**config.mk**
```make
export PLATFORM = sky130hd
export DESIGN_NAME = arc_register_control
export DESIGN_NICKNAME = d
export VERILOG_FILES = /design/src/core/arc_pkg.sv /design/src/core/arc_conv_timer.sv /design/src/core/arc_fall_detect.sv /design/src/core/arc_register_control.sv
export SDC_FILE = /design/constraint.sdc
export NUM_CORES = 1
export LEC_CHECK = 0
export BUFFER_PORTS_ARGS = -buffer_cell sky130_fd_sc_hd__buf_4
export CORE_AREA = 5 5 95 97
export DETAILED_ROUTE_END_ITERATION = 12
export DIE_AREA = 0 0 100 102
export PLACE_DENSITY = 0.81
export SYNTH_ARGS = -nofsm -noshare
export SYNTH_HDL_FRONTEND = slang
export SYNTH_SLANG_ARGS = --single-unit
```
**constraint.sdc**
```tcl
create_clock -name sys_clk_i -period 1.84 [get_ports sys_clk_i]
set_input_delay 0.276 -clock sys_clk_i [delete_from_list [all_inputs] [get_ports sys_clk_i]]
set_output_delay 0.276 -clock sys_clk_i [all_outputs]
set_load 0.1 [all_outputs]
```
**src/core/arc_pkg.sv**
```systemverilog
package arc_pkg;

  ////////////////////////////////////////////////////////////////////////////
  // Widths and conversion limits, in peripheral clock states
  localparam int unsigned RES_W = 10;
  localparam int unsigned HI_W = 8;
  localparam int unsigned RES_PAD_W = 6;
  localparam int unsigned NUM_RES = 4;
  localparam int unsigned CH_IDX_W = 2;
  localparam int unsigned ADDR_W = 5;
  localparam int unsigned TIMER_W = 10;
  localparam int unsigned SLOW_STATES = 536;
  localparam int unsigned FAST_STATES = 266;

  ////////////////////////////////////////////////////////////////////////////
  // Byte offsets from the block base
  localparam logic [ADDR_W-1:0] OFS_RES_LAST = 5'h0E;
  localparam logic [ADDR_W-1:0] OFS_CSR = 5'h10;
  localparam logic [ADDR_W-1:0] OFS_CR = 5'h12;
  localparam int unsigned ADDR_ODD_BIT = 0;
  localparam int unsigned ADDR_LO_BIT = 1;
  localparam int unsigned ADDR_IDX_LSB = 2;

  ////////////////////////////////////////////////////////////////////////////
  // Field positions and fixed values
  localparam int unsigned CSR_FLAG = 7;
  localparam int unsigned CSR_IE = 6;
  localparam int unsigned CSR_START = 5;
  localparam int unsigned CSR_MULTI = 4;
  localparam int unsigned CSR_SPEED = 3;
  localparam int unsigned CSR_CH_HI = 2;
  localparam int unsigned CR_TRG_HI = 7;
  localparam int unsigned CR_TRG_LO = 6;
  localparam int unsigned CR_SCAN = 5;
  localparam logic [7:0] CSR_RESET = 8'h00;
  localparam logic [7:0] CR_RESET = 8'h07;
  localparam logic [1:0] CR_RSVD_ZERO = 2'h0;
  localparam logic [2:0] CR_RSVD_ONE = 3'h7;
  localparam logic [RES_PAD_W-1:0] RES_PAD = 6'h00;
  localparam logic [1:0] TRG_ENABLED = 2'h3;

  ////////////////////////////////////////////////////////////////////////////
  // Types
  typedef enum logic [1:0] {
    ARC_ST_IDLE = 2'h1,
    ARC_ST_CONVERT = 2'h2
  } arc_fsm_t;

  typedef struct packed {
    logic rd;
    logic wr;
    logic dma;
    logic [ADDR_W-1:0] addr;
    logic [7:0] wdata;
  } arc_bus_req_t;

  typedef struct packed {
    logic start;
    logic speed;
    logic [2:0] channel;
  } arc_core_req_t;

  typedef struct packed {
    logic done;
    logic [RES_W-1:0] result;
  } arc_core_rsp_t;

  typedef struct packed {
    arc_fsm_t fsm;
    logic flag;
    logic ie;
    logic start;
    logic multi;
    logic speed;
    logic [2:0] ch;
    logic [1:0] trge;
    logic scan;
    logic [NUM_RES-1:0][RES_W-1:0] res;
    logic [HI_W-1:0] temp;
    logic armed;
    logic [CH_IDX_W-1:0] idx;
    logic [2:0] chan;
    logic launch;
    logic [7:0] rdata;
  } arc_state_t;

  typedef struct packed {
    logic running;
    logic [TIMER_W-1:0] count;
  } arc_timer_state_t;

  typedef struct packed {
    logic prev;
  } arc_edge_state_t;

  localparam arc_state_t ARC_STATE_RST = '{fsm: ARC_ST_IDLE, default: '0};

endpackage : arc_pkg

```
**src/core/arc_conv_timer.sv**
```systemverilog
`timescale 1ns/1ps
`default_nettype none

module arc_conv_timer #(
  parameter int unsigned SLOW_LIMIT = arc_pkg::SLOW_STATES,
  parameter int unsigned FAST_LIMIT = arc_pkg::FAST_STATES
) (
  input wire logic sys_clk_i,
  input wire logic reset_n_i,
  input wire logic start_i,
  input wire logic stop_i,
  input wire logic speed_i,
  output logic expire_o
);
  import arc_pkg::*;

  if (SLOW_LIMIT >= 2**TIMER_W || FAST_LIMIT < 2 || SLOW_LIMIT < 2) begin : g_chk
    $error("arc_conv_timer: limit out of range");
  end

  localparam logic [TIMER_W-1:0] SLOW_LOAD = TIMER_W'(SLOW_LIMIT - 1);
  localparam logic [TIMER_W-1:0] FAST_LOAD = TIMER_W'(FAST_LIMIT - 1);

  arc_timer_state_t q;
  arc_timer_state_t d;

  always_comb begin
    d = q;
    if (stop_i) begin
      d.running = 1'b0;
    end else if (start_i) begin
      d.running = 1'b1;
      d.count = speed_i ? FAST_LOAD : SLOW_LOAD;
    end else if (q.running) begin
      if (q.count == '0) begin
        d.running = 1'b0;
      end else begin
        d.count = q.count - 1'b1;
      end
    end
  end

  always_ff @(posedge sys_clk_i) begin
    if (!reset_n_i) begin
      q <= '0;
    end else begin
      q <= d;
    end
  end

  assign expire_o = q.running && (q.count == '0);

endmodule : arc_conv_timer

`default_nettype wire

```
**src/core/arc_fall_detect.sv**
```systemverilog
`timescale 1ns/1ps
`default_nettype none

module arc_fall_detect (
  input wire logic sys_clk_i,
  input wire logic reset_n_i,
  input wire logic pin_i,
  output logic fall_o
);
  import arc_pkg::*;

  arc_edge_state_t q;
  arc_edge_state_t d;

  always_comb begin
    d = q;
    d.prev = pin_i;
  end

  // Reset loads the idle high level, so a pin held low through reset gives one edge
  always_ff @(posedge sys_clk_i) begin
    if (!reset_n_i) begin
      q <= '{prev: 1'b1};
    end else begin
      q <= d;
    end
  end

  assign fall_o = q.prev && !pin_i;

endmodule : arc_fall_detect

`default_nettype wire

```
**src/core/arc_register_control.sv**
```systemverilog
`timescale 1ns/1ps
`default_nettype none

module arc_register_control #(
  parameter int unsigned SLOW_LIMIT = arc_pkg::SLOW_STATES,
  parameter int unsigned FAST_LIMIT = arc_pkg::FAST_STATES
) (
  input wire logic sys_clk_i,
  input wire logic reset_n_i,
  input wire logic standby_i,
  input wire arc_pkg::arc_bus_req_t bus_req_i,
  output logic [7:0] reg_rdata_o,
  input wire logic ext_trigger_pin_n_i,
  output arc_pkg::arc_core_req_t core_req_o,
  input wire arc_pkg::arc_core_rsp_t core_rsp_i,
  output logic conversion_end_irq_o
);
  import arc_pkg::*;

  if (FAST_LIMIT > SLOW_LIMIT) begin : g_chk
    $error("arc_register_control: fast limit above slow limit");
  end

  arc_state_t q;
  arc_state_t d;

  logic trig_fall;
  logic trig_hit;
  logic timer_expire;
  logic timer_stop;
  logic is_res;
  logic is_res_lo;
  logic is_csr;
  logic is_cr;
  logic csr_wr;
  logic [CH_IDX_W-1:0] rd_idx;
  logic [CH_IDX_W-1:0] dest_idx;
  logic [CH_IDX_W-1:0] next_idx;
  logic group_mode;
  logic scan_mode;
  logic last_chan;
  logic conv_end;
  logic conv_take;
  logic flag_set;
  logic [7:0] csr_byte;
  logic [7:0] cr_byte;
  logic [7:0] hi_byte_sel;
  logic [7:0] lo_byte_sel;
  logic [7:0] rd_mux;
  logic [RES_W-1:0] core_result;

  ////////////////////////////////////////////////////////////////////////////
  // Helpers

  arc_fall_detect u_trig (
    .sys_clk_i(sys_clk_i),
    .reset_n_i(reset_n_i),
    .pin_i(ext_trigger_pin_n_i),
    .fall_o(trig_fall)
  );

  assign trig_hit = trig_fall && (q.trge == TRG_ENABLED);

  // Timer bounds each channel even if the core never answers
  arc_conv_timer #(
    .SLOW_LIMIT(SLOW_LIMIT),
    .FAST_LIMIT(FAST_LIMIT)
  ) u_timer (
    .sys_clk_i(sys_clk_i),
    .reset_n_i(reset_n_i),
    .start_i(q.launch),
    .stop_i(timer_stop),
    .speed_i(q.speed),
    .expire_o(timer_expire)
  );

  ////////////////////////////////////////////////////////////////////////////
  // Address decode and read data

  assign is_res = (bus_req_i.addr <= OFS_RES_LAST)
                  && !bus_req_i.addr[ADDR_ODD_BIT];
  assign is_res_lo = is_res && bus_req_i.addr[ADDR_LO_BIT];
  assign is_csr = bus_req_i.addr == OFS_CSR;
  assign is_cr = bus_req_i.addr == OFS_CR;
  assign csr_wr = bus_req_i.wr && is_csr;
  assign rd_idx = bus_req_i.addr[ADDR_IDX_LSB +: CH_IDX_W];

  assign csr_byte = {q.flag, q.ie, q.start, q.multi, q.speed, q.ch};
  assign cr_byte = {q.trge, q.scan, CR_RSVD_ZERO, CR_RSVD_ONE};
  assign hi_byte_sel = q.res[rd_idx][RES_W-1 -: HI_W];
  assign lo_byte_sel = {q.res[rd_idx][RES_W-HI_W-1:0], RES_PAD};

  always_comb begin
    rd_mux = 8'h00;
    if (is_res_lo) begin
      rd_mux = q.temp;
    end else if (is_res) begin
      rd_mux = hi_byte_sel;
    end else if (is_csr) begin
      rd_mux = csr_byte;
    end else if (is_cr) begin
      rd_mux = cr_byte;
    end
  end

  ////////////////////////////////////////////////////////////////////////////
  // Sequencing terms

  assign group_mode = q.multi;
  assign scan_mode = q.multi && q.scan;
  assign last_chan = q.idx == q.ch[CH_IDX_W-1:0];
  assign dest_idx = group_mode ? q.idx : q.ch[CH_IDX_W-1:0];
  assign next_idx = last_chan ? '0 : CH_IDX_W'(q.idx + 2'h1);
  assign core_result = core_rsp_i.result;
  assign conv_end = (q.fsm == ARC_ST_CONVERT) && !q.launch
                    && (core_rsp_i.done || timer_expire);
  assign conv_take = conv_end && q.start;
  assign flag_set = conv_take && (!group_mode || last_chan);
  assign timer_stop = conv_end || standby_i
                      || ((q.fsm == ARC_ST_CONVERT) && !q.start);

  ////////////////////////////////////////////////////////////////////////////
  // Next state

  always_comb begin
    d = q;
    d.launch = 1'b0;

    if (bus_req_i.rd) begin
      d.rdata = rd_mux;
      if (is_res && !is_res_lo) begin
        d.temp = lo_byte_sel;
      end
      if (is_csr && q.flag) begin
        d.armed = 1'b1;
      end
      if (bus_req_i.dma && is_res) begin
        d.flag = 1'b0;
      end
    end

    if (csr_wr) begin
      d.ie = bus_req_i.wdata[CSR_IE];
      d.start = bus_req_i.wdata[CSR_START];
      d.multi = bus_req_i.wdata[CSR_MULTI];
      d.speed = bus_req_i.wdata[CSR_SPEED];
      d.ch = bus_req_i.wdata[CSR_CH_HI:0];
      d.armed = 1'b0;
      // A one written to the flag is dropped
      if (!bus_req_i.wdata[CSR_FLAG] && q.armed) begin
        d.flag = 1'b0;
      end
    end

    // Reserved bits of the trigger register are not stored
    if (bus_req_i.wr && is_cr) begin
      d.trge = bus_req_i.wdata[CR_TRG_HI:CR_TRG_LO];
      d.scan = bus_req_i.wdata[CR_SCAN];
    end

    case (q.fsm)
      ARC_ST_IDLE: begin
        if (q.start) begin
          d.idx = '0;
          d.chan = group_mode ? {q.ch[CSR_CH_HI], 2'h0} : q.ch;
          d.launch = 1'b1;
          d.fsm = ARC_ST_CONVERT;
        end
      end
      ARC_ST_CONVERT: begin
        if (!q.start) begin
          d.fsm = ARC_ST_IDLE;
        end else if (conv_end) begin
          d.res[dest_idx] = core_result;
          if (!group_mode || (last_chan && !scan_mode)) begin
            d.start = 1'b0;
            d.fsm = ARC_ST_IDLE;
          end else begin
            d.idx = next_idx;
            d.chan = {q.ch[CSR_CH_HI], next_idx};
            d.launch = 1'b1;
          end
        end
      end
      default: begin
        d = ARC_STATE_RST;
      end
    endcase

    // Hardware set wins over a clear in the same cycle
    if (flag_set) begin
      d.flag = 1'b1;
    end
    // Late trigger edge is kept, so a finishing conversion restarts
    if (trig_hit) begin
      d.start = 1'b1;
    end

    if (standby_i) begin
      d = ARC_STATE_RST;
    end
  end

  always_ff @(posedge sys_clk_i) begin
    if (!reset_n_i) begin
      q <= ARC_STATE_RST;
    end else begin
      q <= d;
    end
  end

  ////////////////////////////////////////////////////////////////////////////
  // Outputs

  assign reg_rdata_o = q.rdata;
  assign core_req_o = '{start: q.launch, speed: q.speed, channel: q.chan};
  assign conversion_end_irq_o = q.flag && q.ie;

  ////////////////////////////////////////////////////////////////////////////
  // Checks

  logic [TIMER_W:0] conv_cnt_q;

  always_ff @(posedge sys_clk_i) begin
    if (!reset_n_i || q.launch || (q.fsm != ARC_ST_CONVERT)) begin
      conv_cnt_q <= '0;
    end else begin
      conv_cnt_q <= conv_cnt_q + 1'b1;
    end
  end
endmodule : arc_register_control

`default_nettype wire

```
== Yosys cells after proc, flatten, opt, wreduce, memory -nomap -nowiden ==
Index checks and enable logic that the tools add are counted.

* Eq/ne operators: 13
* Reduce and logical (&&, ||, !) cells: 46
* $add $sub $neg: 2
* $lt $le $gt $ge: 4
* Bitwise operators: 4
* Mux-type cells: 41

{| class="wikitable"
|+ Operators by type and width
! cell !! number
|-
| 2-to-1 mux 40 bit || 2
|-
| one-hot mux 40 bit (2 select lines) || 1
|-
| bitwise mux 40 bit || 1
|-
| 2-to-1 mux 10 bit || 4
|-
| 2-to-1 mux 8 bit || 5
|-
| 2-to-1 mux 6 bit || 4
|-
| 2-to-1 mux 11 bit || 2
|-
| binary-select mux 10 bit (select 2 bit) || 1
|-
| demux 10 bit (select 2 bit) || 1
|-
| logical AND 1 bit || 20
|-
| 2-to-1 mux 2 bit || 8
|-
| one-hot mux 6 bit (2 select lines) || 1
|-
| == test 5 bit (second input constant) || 2
|-
| zero test 10 bit || 1
|-
| != test 2 bit (second input constant) || 5
|-
| subtractor 10 x 1 -> 10 bit (second input constant) || 1
|-
| 2-to-1 mux 1 bit || 9
|-
| AND reduction 3 bit || 3
|-
| zero test 1 bit || 8
|-
| less-than comparator 2 x 3 -> 1 bit (second input constant) || 2
|-
| OR reduction 2 bit || 3
|-
| <= comparator 5 x 4 -> 1 bit (second input constant) || 1
|-
| logical OR 1 bit || 5
|-
| == test 2 bit (second input constant) || 2
|-
| 14 further kinds || 18
|}

* Flip-flop bits (word level): 82
* Output and inout bits: 14
* Bits of input ports: 31
* Logic and storage cells: 132

== Longest topological paths before layout ==
Gate-level depths: netlist of run 1.

* Depth after elaboration: 12
* Mapped depth: 8
* Gate-level depth less buffers: 7

== Modules after synthesis ==
Synthesis of run 1 repeated with hierarchy kept, for this count alone.

* Cells, all modules: 506
* Area, all modules: 4413.0 µm²

{| class="wikitable"
|+ By module, submodules not included
! module !! cells an instance !! area each (µm²) !! sequential area each (µm²) !! times used
|-
| arc_register_control || 419 || 3699.8 || 1401.3 || 1
|-
| arc_conv_timer || 84 || 680.7 || 220.2 || 1
|-
| arc_fall_detect || 3 || 32.5 || 20.0 || 1
|}

== Least setup slack after synthesis of run 1 ==
Ideal clock, no wire load.

* Path kind: flip-flop to flip-flop
* Start: reg u_timer.q[0] (netlist name)
* End: reg q[52] (netlist name)
* Setup slack: -0.010 ns
* Required time: 1.770 ns
* Cell stages (with the launch flop): 8
* Buffers on the path: 0
* Arrival: 1.780 ns
* Library setup time: 0.070 ns
* Cell sequence: dfxtp_1 > inv_1 > ha_1 > nor4b_2 > a41oi_1 > nor2b_1 > o21ai_1 > o2bb2ai_1

* Longest elaborated chain between the ends: 6

{| class="wikitable"
|+ Ends and longest elaborated chain
! element !! line !! text
|-
| start: declaration || arc_conv_timer.sv:24 || <nowiki>arc_timer_state_t q;</nowiki>
|-
| start signal: assignment || arc_conv_timer.sv:45 || <nowiki>q <= '0;</nowiki>
|-
| start signal: assignment || arc_conv_timer.sv:47 || <nowiki>q <= d;</nowiki>
|-
| zero test 10 bit || arc_conv_timer.sv:51 || <nowiki>assign expire_o = q.running && (q.count == '0);</nowiki>
|-
| logical AND 1 bit || arc_conv_timer.sv:51 ||
|-
| logical OR 1 bit || arc_register_control.sv:116 || <nowiki>&& (core_rsp_i.done || timer_expire);</nowiki>
|-
| logical AND 1 bit || arc_register_control.sv:116 ||
|-
| != test 2 bit (no source line) || - ||
|-
| AND reduction 3 bit (no source line) || - ||
|-
| end signal: assignment || arc_register_control.sv:206 || <nowiki>q <= ARC_STATE_RST;</nowiki>
|-
| end signal: assignment || arc_register_control.sv:208 || <nowiki>q <= d;</nowiki>
|-
| end: declaration || arc_register_control.sv:24 || <nowiki>arc_state_t q;</nowiki>
|}

Every way passes these cells.
A chain may end at the register's enable or synchronous reset.

== Worst setup path in the final report of run 1 ==
* Start: reg u_timer.q[0] (netlist name)
* End: reg q[31] (netlist name)

Same word-level chain as after synthesis.

==> flow_summary.toml, run 1 <==
[status]
violations = "negative setup slack"
outcome = "finished with violations"

[yosys]
synth-edff-count = 0
synth.cell_area_um2 = 3890
syn_area_per_cell_um2 = 9.32
yosysUniqueCellTypes = 58
synth_ff_type = "dfxtp_1"
synth.top_cell.area_share = 0.422
synth-async-reset-ratio = 0
synth_area_leaders = "dfxtp_1 42%, o2bb2ai_1 9.0%, mux4_2 5.8%"
seq_area_frac_synth = 0.422
yosysTopAreaCell = "dfxtp_1"
ys_warn_count = 0
synthesis.nets = 452
syn_inst = 417
synth_seq_cells = 82

[clock_network]
path_clk_slew_ns = 0.10
cts_buffer_depth = 2
cts_root_buf = "clkbuf_8"
cts.sink_count = 82
hold_buffers = 0
cts_tree = "built"
clk_latency_ns = 0.38
numCtsBuffers = 9
htree_levels = 3

[finish]
area_delta_synth_final_pct = 28.1
fin_cells = 597
final_util = 0.618
fin_area_um2 = 4980
n_antenna_cell = 0
drive_above_1_share = 0.343
fin_nets = 522

[floorplanning]
rows = 33
pin_count = 45
start_util = 0.483
core_area_um2 = 8050
die_w_um = 100
dieArea_um2 = 10200
die_h_um = 102

[setup_path]
crit_path_end_kind = "register"
r2r-end = "q[31]$_SDFFE_PP0P_"
arrival_ns = 2.27
r2r_slack_ns = -0.12
cp-start-kind = "register"
required_ns = 2.14
critical_path.endpoint = "q[31]$_SDFFE_PP0P_"
worstReg2RegStart = "u_timer.q[0]$_SDFFE_PN0P_"
r2r_cells = 9
setup.worst_path.class = "reg -> reg"
worst-path-max-fanout = 5
crit_start = "u_timer.q[0]$_SDFFE_PN0P_"

[global_routing]
antenna_found_initial = 0
grt_pass1_vias = 3531
grt_start_max_net_pins = 22
grt_pass1_wl_um = 17600
grt_usage = 0.215
grt_remaining_overflow = 0

[drt]
wl_per_cell_um = 18.9
drc = 0
dr.pass1.iters = 5
drt-total-wl_um = 11300
via_per_inst = 6.14
vias = 3663
antenna_left = 0
drt_first_iter_violations = 274

[min_path]
hp-class = "in -> reg"

[timing]
hold_violations = 0
setup_viol = 42
period_share = 1.07
finalCriticalPeriod_ns = 1.96
max_clock_freq_mhz = 510
clock_skew_ns = 0.0236
timing.final.ws_setup_ns = -0.123
worst_slew_margin_rel = 0.560
slew_viol_final = 0
tightest_slew_ns = 0.659
grt_setup_unrepaired = "true"
hold_ws_ns = 0.110

[place]
place_hpwl_um = 7550
placed_area_um2 = 4460
dp.cells = 573
routabilityCongestion = 0.927
port_buffers = 44
pre_cts_ws_ns = -0.197

[flow_run]
drv_cap = 0

[pwr]
vdd_drop_max_v = 0.000484
power_density_nw_per_um2 = 674
p_leak_nw = 1.86
## layout by cell type (no fill, tap or decap), types with 5 or more instances in the layout
cell type  instances
dfxtp_2            5
dfxtp_1           77
nand2_1           45
o2bb2ai_1         20
nand2b_1           6
clkbuf_8           9
inv_1             10
o21ai_0           23
o2bb2ai_2         20
mux4_2            10
buf_4             82
nor2b_1            7
nand3_1           21
a31oi_1            7
nor2_1            26
a21oi_1           22
## power by group
part           internal (mW)  switching [mW]  total (mW)
registers               1.78         0.00426        1.78
logic                 0.0875           0.149       0.237
clock network          0.542           0.792        1.33
## metrics by stage
stage	TNS, ns	power [mW]
after floorplan	0	1.95
after global placement	-3.87	2.05
after detailed placement	-7.20	2.05
after CTS	-0.0476	3.34
after global routing	-7.09	3.44
final	-2.73	3.36
## synth_stat cells, drive strengths merged (6+ instances only)
library cell and number:
mux4 10, nor2b 7, buf 21, o21ai 30, o2bb2ai 40, nand2 48, a31oi 7, a21oi 26
nand2b 6, inv 12, nand3 22, nor2 27, clkbuf 8, dfxtp 82
## per-layer routing
metal	global-route usage	up-vias	wire length (um)
li1	-	1693	-
met1	0.273	1775	4600
met2	0.366	164	5530
met3	0.0485	31	908
met4	0.0705	0	268
met5	0	-	0
## critical path: stages, from the launching register on
cell and delay, ns:
dfxtp_2 0.35, inv_2 0.08, ha_4 0.12, nor4b_4 0.31, buf_4 0.20, a41oi_4 0.16
a21oi_4 0.21, buf_12 0.15, o21ai_2 0.13, o2bb2ai_2 0.19
## kinds of logic after synthesis
| kind of cell | after synthesis | synth area share |
|---|---|---|
| and+or+nand+nor | 139 | 0.186 |
| AOI/OAI and AO/OA | 133 | 0.248 |
| DFF | 82 | 0.422 |
| buffers and inverters | 42 | 0.0554 |
| muxes | 15 | 0.0712 |
| adders and majority gates | 4 | 0.0129 |
| xor gates and xnor gates | 2 | 0.00451 |
## worst min-delay path by stage
stage	slack [ns]	cells after the start	to	startpoint
floorplan	0.35	1	u_trig.q$_SDFF_PN1_	reset_n_i
global placement	0.44	1	q[59]$_SDFFE_PP0P_	q[59]$_SDFFE_PP0P_
detailed placement	0.45	1	q[35]$_SDFFE_PP0P_	q[35]$_SDFFE_PP0P_
CTS	0.11	2	u_trig.q$_SDFF_PN1_	ext_trigger_pin_n_i
global route	0.12	2	u_trig.q$_SDFF_PN1_	ext_trigger_pin_n_i
finish	0.11	2	u_trig.q$_SDFF_PN1_	ext_trigger_pin_n_i
## timing repair
action / CTS / global route
setup endpoints to repair: 58 / 59
gates cloned: 1 / 2
setup buffers: 3 / 3
resized for setup: 12 / 40
pin swaps: 9 / 18
## layout make-up
type	instances	area [um2]
fillers	622	3070
multi-input cells	295	2280
flip-flops and latches	82	1650
repair buffers	86	669
well taps	105	131
clock buffers	9	124
clock inverters	7	76.3
inverters	13	48.8
## registers in the layout (all words and copies together), names as in the netlist
register	count
reg_rdata_o	8
core_req_o	5
csr_byte	6
u_timer.q	11
group_mode	1
cr_byte	3
u_trig.q	1
q	47
No activity file was read; power rests on OpenSTA's default activity.
==> inputs of run 2 (changes only) <==
--- a/config.mk
+++ b/config.mk
@@ -6,9 +6,9 @@
 export NUM_CORES = 1
 export LEC_CHECK = 0
 export BUFFER_PORTS_ARGS = -buffer_cell sky130_fd_sc_hd__buf_4
-export CORE_AREA = 5 5 95 97
+export CORE_AREA = 5 5 93 95
 export DETAILED_ROUTE_END_ITERATION = 12
-export DIE_AREA = 0 0 100 102
+export DIE_AREA = 0 0 98 100
 export PLACE_DENSITY = 0.81
 export SYNTH_ARGS = -nofsm -noshare
 export SYNTH_HDL_FRONTEND = slang
==> run 2 against run 1 <==
The flow still finishes with violations (negative setup slack). Largest cell class unchanged. Sequential power hardly changed. Critical path depth stayed put. Die area is 3.9% lower. Largest power group unchanged. Total power is 1.5% higher. First-iteration DRC count is 15% higher. Highest routed layer unchanged. Routed wire length is 6.7% higher. Combinational power is 7% higher.
==> flow_summary.toml, run 2 (synthesis results as in run 1) <==
[timing]
finalCriticalPeriod_ns = 1.99
worst_slew_margin_rel = 0.630
tightest_slew_ns = 0.553
hold_ws_ns = 0.107
max_clock_freq_mhz = 503
period_share = 1.08
timing.final.ws_setup_ns = -0.147
grt_setup_unrepaired = "true"
clock_skew_ns = 0.0163
slew_viol_final = 0
hold_violations = 0
setup_viol = 43

[finish]
fin_cells = 595
layout_commonest_cell = "buf_4"
fin_nets = 523
fin_area_um2 = 5090
final_util = 0.666
largest_reg_flops = 47
top_register = "q"
final_cell_mix = "80 x buf_4, 79 x dfxtp_1, 44 x nand2_1"
n_antenna_cell = 0
drive_above_1_share = 0.341
fillCellCount = 573
area_delta_synth_final_pct = 31.1

[global_routing]
grt_pass1_vias = 3728
grt_usage = 0.234
grt_pass1_wl_um = 18300
grt_remaining_overflow = 0
grt_start_max_net_pins = 22
antenna_found_initial = 0

[setup_path]
crit_family = "compound AO/OA/AOI/OAI gates"
required_ns = 2.12
slowest_stage = "dfxtp_2"
cp-start-kind = "register"
arrival_ns = 2.27
crit_path_end_kind = "register"
setup.worst_path.class = "reg -> reg"
worst-path-max-fanout = 6
slowest_delay_ns = 0.33
crit_buf_inv = 3
worstPathCellList = "inv_2 > ha_4 > nor4b_4 > buf_4 > a41oi_4 > a21oi_4 > buf_12 > o21ai_4 > o2bb2ai_2"

[min_path]
hp-class = "in -> reg"

[status]
violations = "negative setup slack"
outcome = "finished with violations"

[floorplanning]
die_h_um = 100
rows = 32
core_area_um2 = 7650
dieArea_um2 = 9800
pin_count = 45
start_util = 0.508
die_w_um = 98

[drt]
drt_first_iter_violations = 314
wl_per_cell_um = 20.3
via_per_inst = 6.35
antenna_left = 0
drc = 0
vias = 3776
drt-total-wl_um = 12100
dr.pass1.iters = 5

[clock_network]
clk_latency_ns = 0.37
htree_levels = 3
path_clk_slew_ns = 0.08
cts_tree = "built"
cts_buffer_depth = 2
cts.sink_count = 82
cts_root_buf = "clkbuf_8"
numCtsBuffers = 9

[place]
port_buffers = 44
dp.cells = 570
place_hpwl_um = 7650
routabilityCongestion = 0.858
placed_area_um2 = 4450

[pwr]
power_density_nw_per_um2 = 669
vdd_drop_max_v = 0.000400
p_leak_nw = 1.86

[flow_run]
drv_cap = 0
-- run 2: cell count changes in the layout (fill, tap and decap cells not counted), sizes merged --
cell    before  now
bufinv       0    1
inv         17   14
clkbuf       9   11
nand2       48   49
-- run 2: path summary, 6_finish.rpt --
path | to | start | cells past startpoint | slack [ns]
max reg2reg | q[28]$_SDFFE_PP0P_ | u_timer.q[1]$_SDFFE_PN0P_ | 9 | -0.15
min reg2reg | q[39]$_SDFFE_PP0P_ | q[39]$_SDFFE_PP0P_ | 1 | 0.47
min | u_trig.q$_SDFF_PN1_ | ext_trigger_pin_n_i | 2 | 0.11
max | q[28]$_SDFFE_PP0P_ | u_timer.q[1]$_SDFFE_PN0P_ | 9 | -0.15
-- run 2: where the power goes --
part	switching (mW)	total, mW	internal (mW)
clock network	0.695	1.37	0.675
logic	0.156	0.253	0.0965
registers	0.00411	1.78	1.78
total	0.855	3.41	2.55
-- run 2: area by class of cell --
cell class              count  area [um2]  share of cell area
clock buffers              11         141              0.0278
clock inverters             5        61.3              0.0120
inverters                  13        48.8             0.00958
multi-input cells         296        2380               0.468
flip-flops and latches     82        1650               0.323
well taps                 102         128              0.0250
repair buffers             86         686               0.135
-- run 2: metrics by stage --
stage | worst slack (ns) | setup TNS, ns | power, mW
after floorplan | 0.00544 | 0 | 1.95
after global placement | -0.115 | -3.02 | 2.05
after detailed placement | -0.199 | -7.64 | 2.05
after CTS | -0.0162 | -0.161 | 3.40
after global routing | -0.197 | -6.37 | 3.51
final | -0.147 | -3.67 | 3.41
-- run 2: routing by layer --
layer / global-route usage / part of all wire
met1: 0.278 / 0.40
met2: 0.396 / 0.48
met3: 0.0612 / 0.078
met4: 0.111 / 0.040
met5: 0 / 0
-- run 2: repair_timing --
action                                 4_1_cts  5_1_grt
pin swaps                                    9       13
gates cloned                                 1        3
resized for setup                           10       53
setup endpoints to repair                   58       58
endpoints found under the hold margin        0        0
setup buffers                                3        2
hold buffers                                 0        0
==> inputs of run 3 (changes only) <==
--- a/config.mk
+++ b/config.mk
@@ -6,10 +6,11 @@
 export NUM_CORES = 1
 export LEC_CHECK = 0
 export BUFFER_PORTS_ARGS = -buffer_cell sky130_fd_sc_hd__buf_4
-export CORE_AREA = 5 5 93 95
+export CORE_AREA = 5 5 91 93
+export CTS_BUF_LIST = sky130_fd_sc_hd__clkbuf_4 sky130_fd_sc_hd__clkbuf_8
 export DETAILED_ROUTE_END_ITERATION = 12
-export DIE_AREA = 0 0 98 100
-export PLACE_DENSITY = 0.81
+export DIE_AREA = 0 0 96 98
+export PLACE_DENSITY = 0.84
 export SYNTH_ARGS = -nofsm -noshare
 export SYNTH_HDL_FRONTEND = slang
 export SYNTH_SLANG_ARGS = --single-unit
==> run 3 against run 2 <==
The flow finishes with violations (design-rule violations, negative setup slack). Utilization rose by 0.93 points. Sequential power barely moved. Highest routed layer unchanged. Largest cell class unchanged. Die area fell by 4.0%. Count of clock-buffer cells in the layout fell by 2. Final cell count rose by 0.34%.
==> flow_summary.toml, run 3 (synthesis results as in run 1) <==
[pwr]
seq_power_share = 0.527
p_leak_nw = 1.88
comb_power_share = 0.074
vdd_drop_max_v = 0.000576
power_density_nw_per_um2 = 672
clockPowerShare = 0.398
p_sw_frac = 0.284
switching_power_mw = 0.962
internal_power_mw = 2.42

[floorplanning]
die_w_um = 96
start_util = 0.522
dieArea_um2 = 9410
pin_count = 45
core_area_um2 = 7450
rows = 32
die_h_um = 98

[finish]
fin_area_um2 = 5030
drive_above_1_share = 0.335
layout_commonest_cell = "buf_4"
top_register = "q"
largest_reg_flops = 47
n_antenna_cell = 0
area_delta_synth_final_pct = 29.5
final_util = 0.676
final_cell_mix = "85 x buf_4, 80 x dfxtp_1, 45 x nand2_1"
fin_nets = 525

[drt]
drt-total-wl_um = 11600
wl_per_cell_um = 19.4
antenna_left = 0
via_per_inst = 6.14
drt_first_iter_violations = 347
drc = 1
vias = 3667
dr.pass1.iters = 10

[global_routing]
antenna_found_initial = 0
grt_pass1_wl_um = 17600
grt_usage = 0.237
grt_remaining_overflow = 0
grt_pass1_vias = 3618
grt_start_max_net_pins = 22

[clock_network]
cts_buffer_depth = 2
numCtsBuffers = 9
cts_tree = "built"
htree_levels = 3
path_clk_slew_ns = 0.10
cts_root_buf = "clkbuf_8"
cts.sink_count = 82
clk_latency_ns = 0.38

[setup_path]
r2r_cells = 9
r2r_slack_ns = -0.15
r2r-end = "q[29]$_SDFFE_PP0P_"
setup.worst_path.class = "reg -> reg"
worst-path-max-fanout = 6
crit_path_end_kind = "register"
arrival_ns = 2.23
required_ns = 2.09
worstReg2RegStart = "u_timer.q[0]$_SDFFE_PN0P_"
cp-start-kind = "register"

[timing]
setup_viol = 49
finalCriticalPeriod_ns = 1.99
worst_slew_margin_rel = 0.637
hold_ws_ns = 0.0835
slew_viol_final = 0
setup_tns_ns = -4.10
period_share = 1.08
grt_setup_unrepaired = "true"
timing.final.ws_setup_ns = -0.146
max_clock_freq_mhz = 504
hold_violations = 0
clock_skew_ns = 0.0159
tightest_slew_ns = 0.543

[place]
port_buffers = 44
pre_cts_ws_ns = -0.211
placed_area_um2 = 4480
routabilityCongestion = 0.993
place_hpwl_um = 7620

[flow_run]
drv_cap = 0

[min_path]
hold_start = "ext_trigger_pin_n_i"
min_path_cells = 2
hp-class = "in -> reg"
min_to = "u_trig.q$_SDFF_PN1_"

[status]
violations = "design-rule violations, negative setup slack"
outcome = "finished with violations"
## run 3: cell types whose count changed in the layout (fill, tap and decap cells not counted), sizes merged
cell	delta
inv	+1
buf	+4
o21ai	-1
nand2	-1
bufinv	-1
clkinv	+2
clkbuf	-2
## run 3: final cells by class
cell class | instances | area [um2]
Fill cell | 561 | 2420
Sequential cell | 82 | 1640
Inverter | 13 | 48.8
Tap cell | 102 | 128
Multi-Input combinational cell | 294 | 2290
Clock buffer | 9 | 124
Timing Repair Buffer | 90 | 712
Clock inverter | 7 | 81.3
## run 3: per-stage QoR
stage | std cells | power (mW)
after detailed placement | 572 | 2.06
after CTS | 592 | 3.36
after global placement | 572 | 2.06
final | 597 | 3.38
after global routing | 597 | 3.50
after floorplan | 417 | 1.95
## run 3: worst max-delay path: stages (launching register included)
cell	delay, ns
dfxtp_2	0.34
inv_2	0.07
ha_4	0.12
nor4b_4	0.32
buf_4	0.20
a41oi_4	0.18
o21bai_1	0.20
nand2_1	0.12
buf_6	0.17
o2bb2ai_1	0.11
## run 3: worst max path at each step
| stage | start | end |
|---|---|---|
| 6_report | u_timer.q[0]$_SDFFE_PN0P_ | q[29]$_SDFFE_PP0P_ |
| 3_3_place_gp | u_timer.q[0]$_SDFFE_PN0P_ | q[55]$_SDFFE_PP0P_ |
| 5_1_grt | u_timer.q[0]$_SDFFE_PN0P_ | q[29]$_SDFFE_PP0P_ |
| 3_5_place_dp | u_timer.q[0]$_SDFFE_PN0P_ | q[60]$_SDFFE_PP0P_ |
| 4_1_cts | u_timer.q[0]$_SDFFE_PN0P_ | q[75]$_SDFFE_PP0P_ |
| 2_1_floorplan | q[74]$_SDFFE_PP1P_ | q[32]$_SDFFE_PP0P_ |
## run 3: power groups by stage
stage	combinational (mW)	clock [mW]	sequential [mW]
finish	0.252	1.35	1.78
global route	0.266	1.45	1.79
CTS	0.237	1.34	1.78
detailed placement	0.232	0	1.83
global placement	0.230	0	1.83
floorplan	0.129	0	1.82
## run 3: repair_timing
item | 4_1_cts | 5_1_grt
hold buffers | 0 | 0
pin swaps | 4 | 13
endpoints found under the setup margin | 57 | 55
buffers inserted | 3 | 5
resized for setup | 13 | 39
cloned | 1 | 0
## run 3: routing by layer
| metal | wire (um) | part of all wire | vias up | GRT usage |
|---|---|---|---|---|
| met4 | 307 | 0.027 | 0 | 0.0974 |
| met2 | 5750 | 0.50 | 163 | 0.402 |
| met1 | 4660 | 0.40 | 1763 | 0.293 |
| met3 | 847 | 0.073 | 36 | 0.0416 |
| li1 | - | - | 1705 | - |
| met5 | 0 | 0 | - | 0 |
